$ cat src/core/drrr_consts.vh
/*
 * drive reply block constants.
 * assumes inclusion by bare name.
 */
`ifndef DRRR_CONSTS_VH
`define DRRR_CONSTS_VH

// Overview of operation
// monitor trigger high: first monitor word gets item chosen by select low byte
// select high byte zero: second monitor word shows present output frequency
// monitor trigger high, high byte nonzero: second word gets that item
// combined mode: frequency reply on write trigger, first instruction reply on execute
// reply codes are zero on success, nonzero on any error
// split mode: frequency/torque write reply goes to reply word low byte
// split mode: first instruction reply goes to reply word high byte
// after success the instruction's returned value fills the following read data word
// monitor trigger high: third to sixth words get items of matching select words
// fault data word: record data low byte, echoed record number high byte
// fault record frequency word in frequency units, speed scaling ignored
// fault current, voltage and on-time words are refreshed continuously
// execute trigger: extended words get reply and read data per extended instruction
// master reads the reply word after a trigger before relying on the result
// frequency monitor items ignore speed display rescaling
// negative monitor values shown signed only when enabled, else magnitudes
// reply codes: 0 normal, 1 write mode, 2 unregistered code, 3 out of range
// instructions run in ascending order, disabled skipped, then completion flag set
// reply and read data words hold until the next matching trigger

// --------------------
// reply codes
// --------------------
`define DRRR_REPLY_OK          8'h00
`define DRRR_REPLY_WRITE_MODE  8'h01
`define DRRR_REPLY_BAD_CODE    8'h02
`define DRRR_REPLY_RANGE       8'h03

// --------------------
// instruction and mode encodings
// --------------------
`define DRRR_INSTR_DISABLED    16'hffff
`define DRRR_INSTR_WRITE_BIT   7
`define DRRR_PROFILE_COMBINED  8'h00
`define DRRR_HIGH_BYTE_NONE    8'h00

// --------------------
// slot counts and reset values
// --------------------
`define DRRR_LAST_MON_SLOT     3'h5
`define DRRR_LAST_INSTR_SLOT   3'h5
`define DRRR_EXT_WORDS         10
`define DRRR_WORD_RESET        16'h0000

`endif

$ cat src/core/drrr_reply_regs.v
/*
 * reply words a motor drive returns to the network master:
 * monitor words, reply codes, read data, fault records
 * and extended instruction replies.
 * assumes master words and triggers come from link logic on clk,
 * and that the drive answers lookups on the same clock.
 */
`timescale 1ns/1ps
`include "drrr_consts.vh"

module drrr_reply_regs (
	// clock, reset, enable
	input  wire         clk,
	input  wire         reset_n,
	input  wire         ce,
	// trigger bits from the master
	input  wire         monitor_trigger_bit,
	input  wire         frequency_write_trigger_volatile,
	input  wire         frequency_write_trigger_persistent,
	input  wire         instruction_execute_trigger,
	// master words
	input  wire [15:0]  monitor_select_word,
	input  wire [15:0]  third_monitor_select_word,
	input  wire [15:0]  fourth_monitor_select_word,
	input  wire [15:0]  fifth_monitor_select_word,
	input  wire [15:0]  sixth_monitor_select_word,
	input  wire [15:0]  frequency_command_word,
	input  wire [15:0]  first_instruction_word,
	input  wire [15:0]  first_instruction_data,
	input  wire [79:0]  extended_instruction_words,
	input  wire [79:0]  extended_instruction_data,
	input  wire [15:0]  fault_record_select_word,
	// settings
	input  wire [7:0]   cyclic_profile_setting,
	input  wire         negative_monitor_display_setting,
	// drive state
	input  wire [15:0]  output_frequency,
	input  wire         drive_stopped,
	input  wire         network_mode,
	// monitor item lookup
	output reg  [7:0]   mon_item_code,
	input  wire [15:0]  mon_item_value,
	// fault history lookup
	output wire [7:0]   fault_record_no,
	input  wire [7:0]   fault_code_in,
	input  wire [15:0]  fault_frequency_in,
	input  wire [15:0]  fault_current_in,
	input  wire [15:0]  fault_voltage_in,
	input  wire [15:0]  fault_on_time_in,
	// frequency write path to the drive
	output reg          freq_wr_req,
	output reg          freq_wr_persistent,
	output reg  [15:0]  freq_wr_value,
	input  wire         freq_wr_done,
	input  wire [7:0]   freq_wr_reply,
	// instruction path to the drive
	output reg          instr_req,
	output reg  [15:0]  instr_code,
	output reg  [15:0]  instr_data,
	input  wire         instr_done,
	input  wire [7:0]   instr_reply,
	input  wire [15:0]  instr_read_data,
	// reply words to the master
	output reg  [15:0]  first_monitor_word,
	output reg  [15:0]  second_monitor_or_frequency_word,
	output reg  [15:0]  command_reply_word,
	output reg  [15:0]  instruction_read_data_word,
	output reg  [15:0]  third_monitor_word,
	output reg  [15:0]  fourth_monitor_word,
	output reg  [15:0]  fifth_monitor_word,
	output reg  [15:0]  sixth_monitor_word,
	output reg  [15:0]  fault_record_data_word,
	output reg  [15:0]  fault_record_frequency_word,
	output reg  [15:0]  fault_record_current_word,
	output reg  [15:0]  fault_record_voltage_word,
	output reg  [15:0]  fault_record_on_time_word,
	output wire [159:0] extended_reply_and_data_words,
	output reg          instruction_complete_flag
);

	// --------------------
	// instruction sequencer states
	// --------------------
	localparam S_IDLE  = 3'h0;
	localparam S_ISSUE = 3'h1;
	localparam S_WAIT  = 3'h2;
	localparam S_NEXT  = 3'h3;
	localparam S_DONE  = 3'h4;

	reg  [2:0]  state;
	reg  [2:0]  slot;
	reg  [2:0]  mon_slot;
	reg         freq_busy;
	reg  [15:0] ext_word [0:`DRRR_EXT_WORDS-1];

	wire [2:0]  trig_rise;
	wire [15:0] mon_shown;
	wire        combined = (cyclic_profile_setting == `DRRR_PROFILE_COMBINED);
	wire        hi_sel   = (monitor_select_word[15:8] != `DRRR_HIGH_BYTE_NONE);

	// --------------------
	// trigger edges
	// --------------------
	// an operation starts on the rise, so a trigger held high runs once
	drrr_rise #(
		.W (3)
	) u_rise (
		.clk     (clk),
		.reset_n (reset_n),
		.ce      (ce),
		.level   ({instruction_execute_trigger,
		           frequency_write_trigger_persistent,
		           frequency_write_trigger_volatile}),
		.rise    (trig_rise)
	);

	wire freq_rise = trig_rise[0] | trig_rise[1];
	wire exec_rise = trig_rise[2];

	// --------------------
	// monitor scan
	// --------------------
	// one lookup port is shared: slots are visited one per cycle
	always @* begin
		case (mon_slot)
			3'h0: mon_item_code = monitor_select_word[7:0];
			3'h1: mon_item_code = monitor_select_word[15:8];
			3'h2: mon_item_code = third_monitor_select_word[7:0];
			3'h3: mon_item_code = fourth_monitor_select_word[7:0];
			3'h4: mon_item_code = fifth_monitor_select_word[7:0];
			default: mon_item_code = sixth_monitor_select_word[7:0];
		endcase
	end

	drrr_mon_format u_fmt (
		.raw        (mon_item_value),
		.neg_enable (negative_monitor_display_setting),
		.shown      (mon_shown)
	);

	always @(posedge clk or negedge reset_n) begin
		if (!reset_n) begin
			mon_slot                         <= 3'h0;
			first_monitor_word               <= `DRRR_WORD_RESET;
			second_monitor_or_frequency_word <= `DRRR_WORD_RESET;
			third_monitor_word               <= `DRRR_WORD_RESET;
			fourth_monitor_word              <= `DRRR_WORD_RESET;
			fifth_monitor_word               <= `DRRR_WORD_RESET;
			sixth_monitor_word               <= `DRRR_WORD_RESET;
		end else if (ce) begin
			if (monitor_trigger_bit) begin
				if (mon_slot == `DRRR_LAST_MON_SLOT) begin
					mon_slot <= 3'h0;
				end else begin
					mon_slot <= mon_slot + 3'h1;
				end
				case (mon_slot)
					3'h0: first_monitor_word <= mon_shown;
					3'h1: begin
						if (hi_sel) begin
							second_monitor_or_frequency_word <= mon_shown;
						end
					end
					3'h2: third_monitor_word <= mon_shown;
					3'h3: fourth_monitor_word <= mon_shown;
					3'h4: fifth_monitor_word <= mon_shown;
					default: sixth_monitor_word <= mon_shown;
				endcase
			end else begin
				mon_slot <= 3'h0;
			end
			// raw frequency units; speed display scaling never applies here
			if (!hi_sel) begin
				second_monitor_or_frequency_word <= output_frequency;
			end
		end
	end

	// --------------------
	// fault record words
	// --------------------
	assign fault_record_no = fault_record_select_word[7:0];

	always @(posedge clk or negedge reset_n) begin
		if (!reset_n) begin
			fault_record_data_word      <= `DRRR_WORD_RESET;
			fault_record_frequency_word <= `DRRR_WORD_RESET;
			fault_record_current_word   <= `DRRR_WORD_RESET;
			fault_record_voltage_word   <= `DRRR_WORD_RESET;
			fault_record_on_time_word   <= `DRRR_WORD_RESET;
		end else if (ce) begin
			fault_record_data_word      <= {fault_record_select_word[7:0], fault_code_in};
			fault_record_frequency_word <= fault_frequency_in;
			fault_record_current_word   <= fault_current_in;
			fault_record_voltage_word   <= fault_voltage_in;
			fault_record_on_time_word   <= fault_on_time_in;
		end
	end

	// --------------------
	// instruction selection
	// --------------------
	wire [2:0]  ext_slot = slot - 3'h1;
	wire [6:0]  ext_base = {ext_slot, 4'h0};
	wire [3:0]  ext_idx  = {ext_slot, 1'b0};
	wire [15:0] cur_code = (slot == 3'h0) ? first_instruction_word
	                                      : extended_instruction_words[ext_base +: 16];
	wire [15:0] cur_data = (slot == 3'h0) ? first_instruction_data
	                                      : extended_instruction_data[ext_base +: 16];

	// only extended instructions may be disabled; the first is never skipped as disabled
	wire cur_skip    = (slot != 3'h0) && (cur_code == `DRRR_INSTR_DISABLED);
	// a write while running under network control is refused here
	wire cur_blocked = cur_code[`DRRR_INSTR_WRITE_BIT] & network_mode & ~drive_stopped;

	wire store_en = ((state == S_ISSUE) && !cur_skip && cur_blocked) ||
	                ((state == S_WAIT) && instr_done);
	wire [7:0]  store_code = (state == S_WAIT) ? instr_reply : `DRRR_REPLY_WRITE_MODE;
	wire        store_ok   = (store_code == `DRRR_REPLY_OK);
	wire [15:0] store_data = store_ok ? instr_read_data : `DRRR_WORD_RESET;
	wire        first_done = store_en && (slot == 3'h0);
	wire        freq_done  = freq_busy && freq_wr_done;

	// --------------------
	// instruction sequencer and frequency write
	// --------------------
	always @(posedge clk or negedge reset_n) begin
		if (!reset_n) begin
			state                     <= S_IDLE;
			slot                      <= 3'h0;
			instr_req                 <= 1'b0;
			instr_code                <= `DRRR_WORD_RESET;
			instr_data                <= `DRRR_WORD_RESET;
			instruction_complete_flag <= 1'b0;
			freq_busy                 <= 1'b0;
			freq_wr_req               <= 1'b0;
			freq_wr_persistent        <= 1'b0;
			freq_wr_value             <= `DRRR_WORD_RESET;
		end else if (ce) begin
			instr_req   <= 1'b0;
			freq_wr_req <= 1'b0;
			// a new frequency trigger while one is pending is ignored
			if (freq_rise && !freq_busy) begin
				freq_busy          <= 1'b1;
				freq_wr_req        <= 1'b1;
				freq_wr_persistent <= trig_rise[1];
				freq_wr_value      <= frequency_command_word;
			end else if (freq_done) begin
				freq_busy <= 1'b0;
			end
			case (state)
				S_IDLE: begin
					if (exec_rise) begin
						slot                      <= 3'h0;
						instruction_complete_flag <= 1'b0;
						state                     <= S_ISSUE;
					end
				end
				S_ISSUE: begin
					if (cur_skip || cur_blocked) begin
						state <= S_NEXT;
					end else begin
						instr_req  <= 1'b1;
						instr_code <= cur_code;
						instr_data <= cur_data;
						state      <= S_WAIT;
					end
				end
				S_WAIT: begin
					if (instr_done) begin
						state <= S_NEXT;
					end
				end
				S_NEXT: begin
					if (slot == `DRRR_LAST_INSTR_SLOT) begin
						instruction_complete_flag <= 1'b1;
						state                     <= S_DONE;
					end else begin
						slot  <= slot + 3'h1;
						state <= S_ISSUE;
					end
				end
				S_DONE: begin
					// flag stays up until the master drops the execute trigger
					if (!instruction_execute_trigger) begin
						instruction_complete_flag <= 1'b0;
						state                     <= S_IDLE;
					end
				end
				default: state <= S_IDLE;
			endcase
		end
	end

	// --------------------
	// reply and read data words
	// --------------------
	// words change only on a completion, so the master may read late
	always @(posedge clk or negedge reset_n) begin
		if (!reset_n) begin
			command_reply_word         <= `DRRR_WORD_RESET;
			instruction_read_data_word <= `DRRR_WORD_RESET;
		end else if (ce) begin
			if (combined) begin
				// the instruction reply wins a tie with the frequency reply
				if (first_done) begin
					command_reply_word <= {8'h00, store_code};
				end else if (freq_done) begin
					command_reply_word <= {8'h00, freq_wr_reply};
				end
			end else begin
				if (first_done) begin
					command_reply_word[15:8] <= store_code;
				end
				if (freq_done) begin
					command_reply_word[7:0] <= freq_wr_reply;
				end
			end
			if (first_done) begin
				instruction_read_data_word <= store_data;
			end
		end
	end

	// --------------------
	// extended reply words
	// --------------------
	integer k;

	always @(posedge clk or negedge reset_n) begin
		if (!reset_n) begin
			for (k = 0; k < `DRRR_EXT_WORDS; k = k + 1) begin
				ext_word[k] <= `DRRR_WORD_RESET;
			end
		end else if (ce) begin
			if (store_en && (slot != 3'h0)) begin
				ext_word[ext_idx]        <= {8'h00, store_code};
				ext_word[ext_idx + 4'h1] <= store_data;
			end
		end
	end

	genvar g;
	generate
		for (g = 0; g < `DRRR_EXT_WORDS; g = g + 1) begin : g_ext
			assign extended_reply_and_data_words[g*16 +: 16] = ext_word[g];
		end
	endgenerate

endmodule

$ cat src/core/drrr_mon_format.v
/*
 * sign handling of one monitor value.
 * assumes the raw value arrives as two's complement from the drive.
 */
`timescale 1ns/1ps
`include "drrr_consts.vh"

module drrr_mon_format (
	// value from the drive
	input  wire [15:0] raw,
	// setting
	input  wire        neg_enable,
	// value as shown
	output wire [15:0] shown
);

	// --------------------
	// magnitude unless negatives enabled
	// --------------------
	// the most negative value has no positive twin; it shows as 16'h8000
	wire [15:0] magnitude = raw[15] ? (16'h0000 - raw) : raw;

	assign shown = neg_enable ? raw : magnitude;

endmodule

$ cat src/core/drrr_rise.v
/*
 * rising edge detector, one flip-flop per bit.
 * assumes inputs come from logic on the same clock, so no synchroniser.
 */
`timescale 1ns/1ps

module drrr_rise #(
	parameter W = 4
) (
	// clock, reset, enable
	input  wire         clk,
	input  wire         reset_n,
	input  wire         ce,
	// levels and their edges
	input  wire [W-1:0] level,
	output wire [W-1:0] rise
);

	reg [W-1:0] prev;

	// --------------------
	// per bit edge
	// --------------------
	genvar i;
	generate
		for (i = 0; i < W; i = i + 1) begin : g_bit
			always @(posedge clk or negedge reset_n) begin
				if (!reset_n) begin
					prev[i] <= 1'b0;
				end else if (ce) begin
					prev[i] <= level[i];
				end
			end
			assign rise[i] = level[i] & ~prev[i];
		end
	endgenerate

endmodule

$ cat config.mk
export PLATFORM = sky130hd
export DESIGN_NAME = drrr_reply_regs
export DESIGN_NICKNAME = d
export VERILOG_FILES = /design/src/core/drrr_reply_regs.v /design/src/core/drrr_mon_format.v /design/src/core/drrr_rise.v
export VERILOG_INCLUDE_DIRS = /design/src /design/src/core
export SDC_FILE = /design/constraint.sdc
export NUM_CORES = 1
export LEC_CHECK = 0
export BUFFER_PORTS_ARGS = -buffer_cell sky130_fd_sc_hd__buf_2
export CORE_AREA = 2 2 351 353
export CTS_BUF_LIST = sky130_fd_sc_hd__clkbuf_4
export DETAILED_ROUTE_END_ITERATION = 8
export DIE_AREA = 0 0 353 355
export SLEW_MARGIN = 20
export SYNTH_ARGS = -nofsm -noshare
export SYNTH_HDL_FRONTEND = slang
export SYNTH_SLANG_ARGS = --single-unit
$ cat constraint.sdc
create_clock -name clk -period 6.5 [get_ports clk]
set_clock_uncertainty 0.15 [all_clocks]
set_input_delay 1.3 -clock clk [delete_from_list [all_inputs] [get_ports clk]]
set_output_delay 1.3 -clock clk [all_outputs]
set_load 0.1 [all_outputs]
==> impl_metrics.env <==
export IMPL_die_x_um=353
export IMPL_drt_total_wl_um=77180
export IMPL_dieHeight_um=355
export IMPL_post_cts_resized=0
export IMPL_start_util=0.1495
export IMPL_grt_pass1_vias=16453
export IMPL_ant_nets=0
export IMPL_synth_edf_count=0
export IMPL_drt_iter0_markers=970
export IMPL_drt_first_pass_iters=5
export IMPL_slew_violations=0
export IMPL_rows=128
export IMPL_ioPinCount=896
export IMPL_dp_hpwl_um=59490
export IMPL_clk_latency_ns=0.99
export IMPL_cts_root_buf="clkbuf_4"
export IMPL_multi_input_comb_area_um2=7622
export IMPL_layout_nets=2895
export IMPL_p_leak_nw=12.74
export IMPL_finalSetupViolations=0
export IMPL_numClockSinks=393
export IMPL_synth_cells=1580
export IMPL_ys_flop_type="dfrtp_1"
export IMPL_cts_buffer_depth=3
export IMPL_antenna_found_initial=19
export IMPL_synthArstFlopShare=1.000
export IMPL_crit_start="slot[0]"
export IMPL_crit_fanout=28
export IMPL_rsz0062_at_grt="no"
export IMPL_ir_worst_vdd_mv=0.2730
export IMPL_worst_pin_slew_ns=1.081
export IMPL_synth_seq_cells=393
export IMPL_status="finished clean"
export IMPL_syn_to_final_growth_pct=40.21
export IMPL_clkTransAtPathRegs_ns=0.07
export IMPL_place_gp_congestion=0.9140
export IMPL_grt_max_degree=140
export IMPL_grt_pass1_wl_um=110100
export IMPL_regArea_um2=9838
export IMPL_ys_warnings_count=0
export IMPL_r2r_start="slot[0]"
export IMPL_synth_distinct_cells=63
export IMPL_wl_per_cell_um=18.57
export IMPL_min_delay_start="second_monitor_or_frequency_word[12]"
export IMPL_tns_ns=0
export IMPL_utilization=0.2096
export IMPL_cts_buffers=115
export IMPL_design_core_area_um2=121400
export IMPL_grt_ovfl_total=0
export IMPL_hp_class="flip-flop to flip-flop"
export IMPL_p_per_area_nw_per_um2=516.8
export IMPL_fin_ws_ns=1.100
export IMPL_vias_per_cell=3.842
export IMPL_seq_area_frac_synth=0.5418
export IMPL_vias=15973
export IMPL_critPathRequiredTime_ns=7.17
export IMPL_period_minus_slack_ns=5.400
export IMPL_nFillCells=13408
export IMPL_hold_viol=0
export IMPL_port_buffers=815
export IMPL_period_share=0.8308
export IMPL_cts_tree="built"
export IMPL_setup_worst_path_class="flip-flop to flip-flop"
export IMPL_synthesis_area_um2=18150
export IMPL_max_slew_margin=0.2790
export IMPL_drive_above_1_share=0.5222
export IMPL_worstPathArrival_ns=6.07
export IMPL_max_freq_ghz=0.1852
export IMPL_route_detailed_drc=0
export IMPL_dieArea_um2=125300
export IMPL_startpoint_type="flip-flop"
export IMPL_grtUsageTotal=0.1194
export IMPL_maxCapViolations=0
export IMPL_dp_slack_ns=1.029
export IMPL_cp_end_kind="flip-flop"
export IMPL_cts_max_level=3
export IMPL_syn_avg_cell_area_um2=11.49
per-layer routing:
layer  track usage  up-vias  wire length, um
met5             0        -               71
met3       0.04436      140             7123
met1        0.1427     7793            31820
li1              -     7274                -
met2        0.1949      756            36060
met4       0.04579       10             2109
cell type report:
class	instances	share of cell area
repair buffers	845	0.1715
clock inverters	42	0.009292
inverters	18	0.002655
flip-flops and latches	393	0.3866
diodes	10	0.0009833
clock buffers	168	0.04956
well taps	1625	0.07990
multi-input cells	1056	0.2995
registers in the layout, summed over array words and instances (netlist names), 16 cells and up:
signal / count
instr_data: 16
third_monitor_word: 16
fault_record_on_time_word: 16
freq_wr_value: 16
second_monitor_or_frequency_word: 16
sixth_monitor_word: 16
first_monitor_word: 16
command_reply_word: 16
fault_record_frequency_word: 16
fault_record_voltage_word: 16
fault_record_current_word: 16
fault_record_data_word: 16
extended_reply_and_data_words: 120
instruction_read_data_word: 16
instr_code: 16
fifth_monitor_word: 16
fourth_monitor_word: 16
worst paths after layout:
check | slack, ns | cells past startpoint | end
max | 1.10 | 11 | extended_reply_and_data_words[158]
min | 0.32 | 2 | second_monitor_or_frequency_word[12]
max reg2reg | 1.10 | 11 | extended_reply_and_data_words[158]
min reg2reg | 0.32 | 2 | second_monitor_or_frequency_word[12]
max in group asynchronous | 4.32 | 3 | extended_reply_and_data_words[0]
min in group asynchronous | 0.67 | 2 | extended_reply_and_data_words[120]
Yosys cell counts, types with 6 or more instances:
library cell,count,share of area
buf_4,58,0.024
nand3_1,45,0.012
buf_1,11,0.0023
dfrtp_1,393,0.54
a221oi_1,27,0.013
and2_1,26,0.0090
mux2_4,20,0.017
nand2_1,175,0.036
o2bb2ai_1,9,0.0043
nor4_1,9,0.0031
nand4_1,8,0.0028
mux2_2,237,0.15
mux2_1,24,0.015
nor3_1,11,0.0030
clkbuf_1,65,0.013
a21oi_1,37,0.010
mux2i_1,41,0.023
o21ai_0,144,0.040
o221a_2,7,0.0043
ha_1,6,0.0041
nor2_1,95,0.020
buf_2,13,0.0036
nand2b_1,8,0.0028
xnor2_1,8,0.0039
inv_1,18,0.0037
a31oi_1,16,0.0055
critical path: stages (launching register included):
cell     delay (ns)
dfrtp_4        0.47
inv_1          0.24
ha_2           0.57
buf_4          0.35
nor2b_1        0.64
a22oi_1        0.13
o22ai_1        0.29
nand3_1        0.10
or3_1          0.45
nor4b_2        0.48
or2_2          0.87
mux2_2         0.42
power by group:
part	switching, mW	leakage (nW)	internal [mW]
logic	6.08	6.80	1.28
registers	0.320	5.04	3.01
clock network	1.20	0.889	1.27
total	7.60	12.7	5.56
cell families after synthesis:
| logic type | Yosys count | share of synthesized area |
|---|---|---|
| compound gates | 276 | 0.09610 |
| other cells | 1 | 0.0002066 |
| simple gates | 396 | 0.09658 |
| buf+inv | 170 | 0.05012 |
| fa+ha+maj | 6 | 0.004136 |
| xor+xnor | 15 | 0.008687 |
| flops | 393 | 0.5418 |
| mux | 323 | 0.2023 |
cells in the final DEF, fill, tap and decap left out, types with 4 or more instances in the layout:
cell type  synthesis  layout
a21oi_1           37      37
a221oi_1          27      27
a31oi_1           16      16
and2_1            26      26
buf_2             13     813
buf_4             58      26
clkbuf_4           0     168
clkinv_1           0      27
clkinv_2           0       9
conb_1             1      40
dfrtp_1          393     392
diode_2            0      10
ha_1               6       5
inv_1             18      18
mux2_1            24      24
mux2_2           237     237
mux2_4            20      20
mux2i_1           41      41
nand2_1          175     174
nand2b_1           8       7
nand3_1           45      44
nand4_1            8       8
nor2_1            95      94
nor2b_1            5       4
nor3_1            11      10
nor4_1             9       8
o21a_1             4       4
o21ai_0          144     143
o221a_2            7       7
o2bb2ai_1          9       9
o31ai_1            5       4
xnor2_1            8       7
xor2_1             5       5
per-stage QoR:
stage	hold slack [ns]	instance area (um2)	std cells	power, mW
after floorplan	0.3216	18300	1619	9.143
after global placement	0.3084	23890	3935	10.70
after detailed placement	0.3153	23900	3935	10.75
after CTS	0.1499	25400	4146	13.32
after global routing	0.2314	25440	4154	13.76
final	0.3241	25450	4157	13.15
timing repair:
item                                   CTS  global route
hold buffers                             1             0
endpoints found under the hold margin   52             0
setup buffers                            0             0
Power figures use the tool's default switching activity.
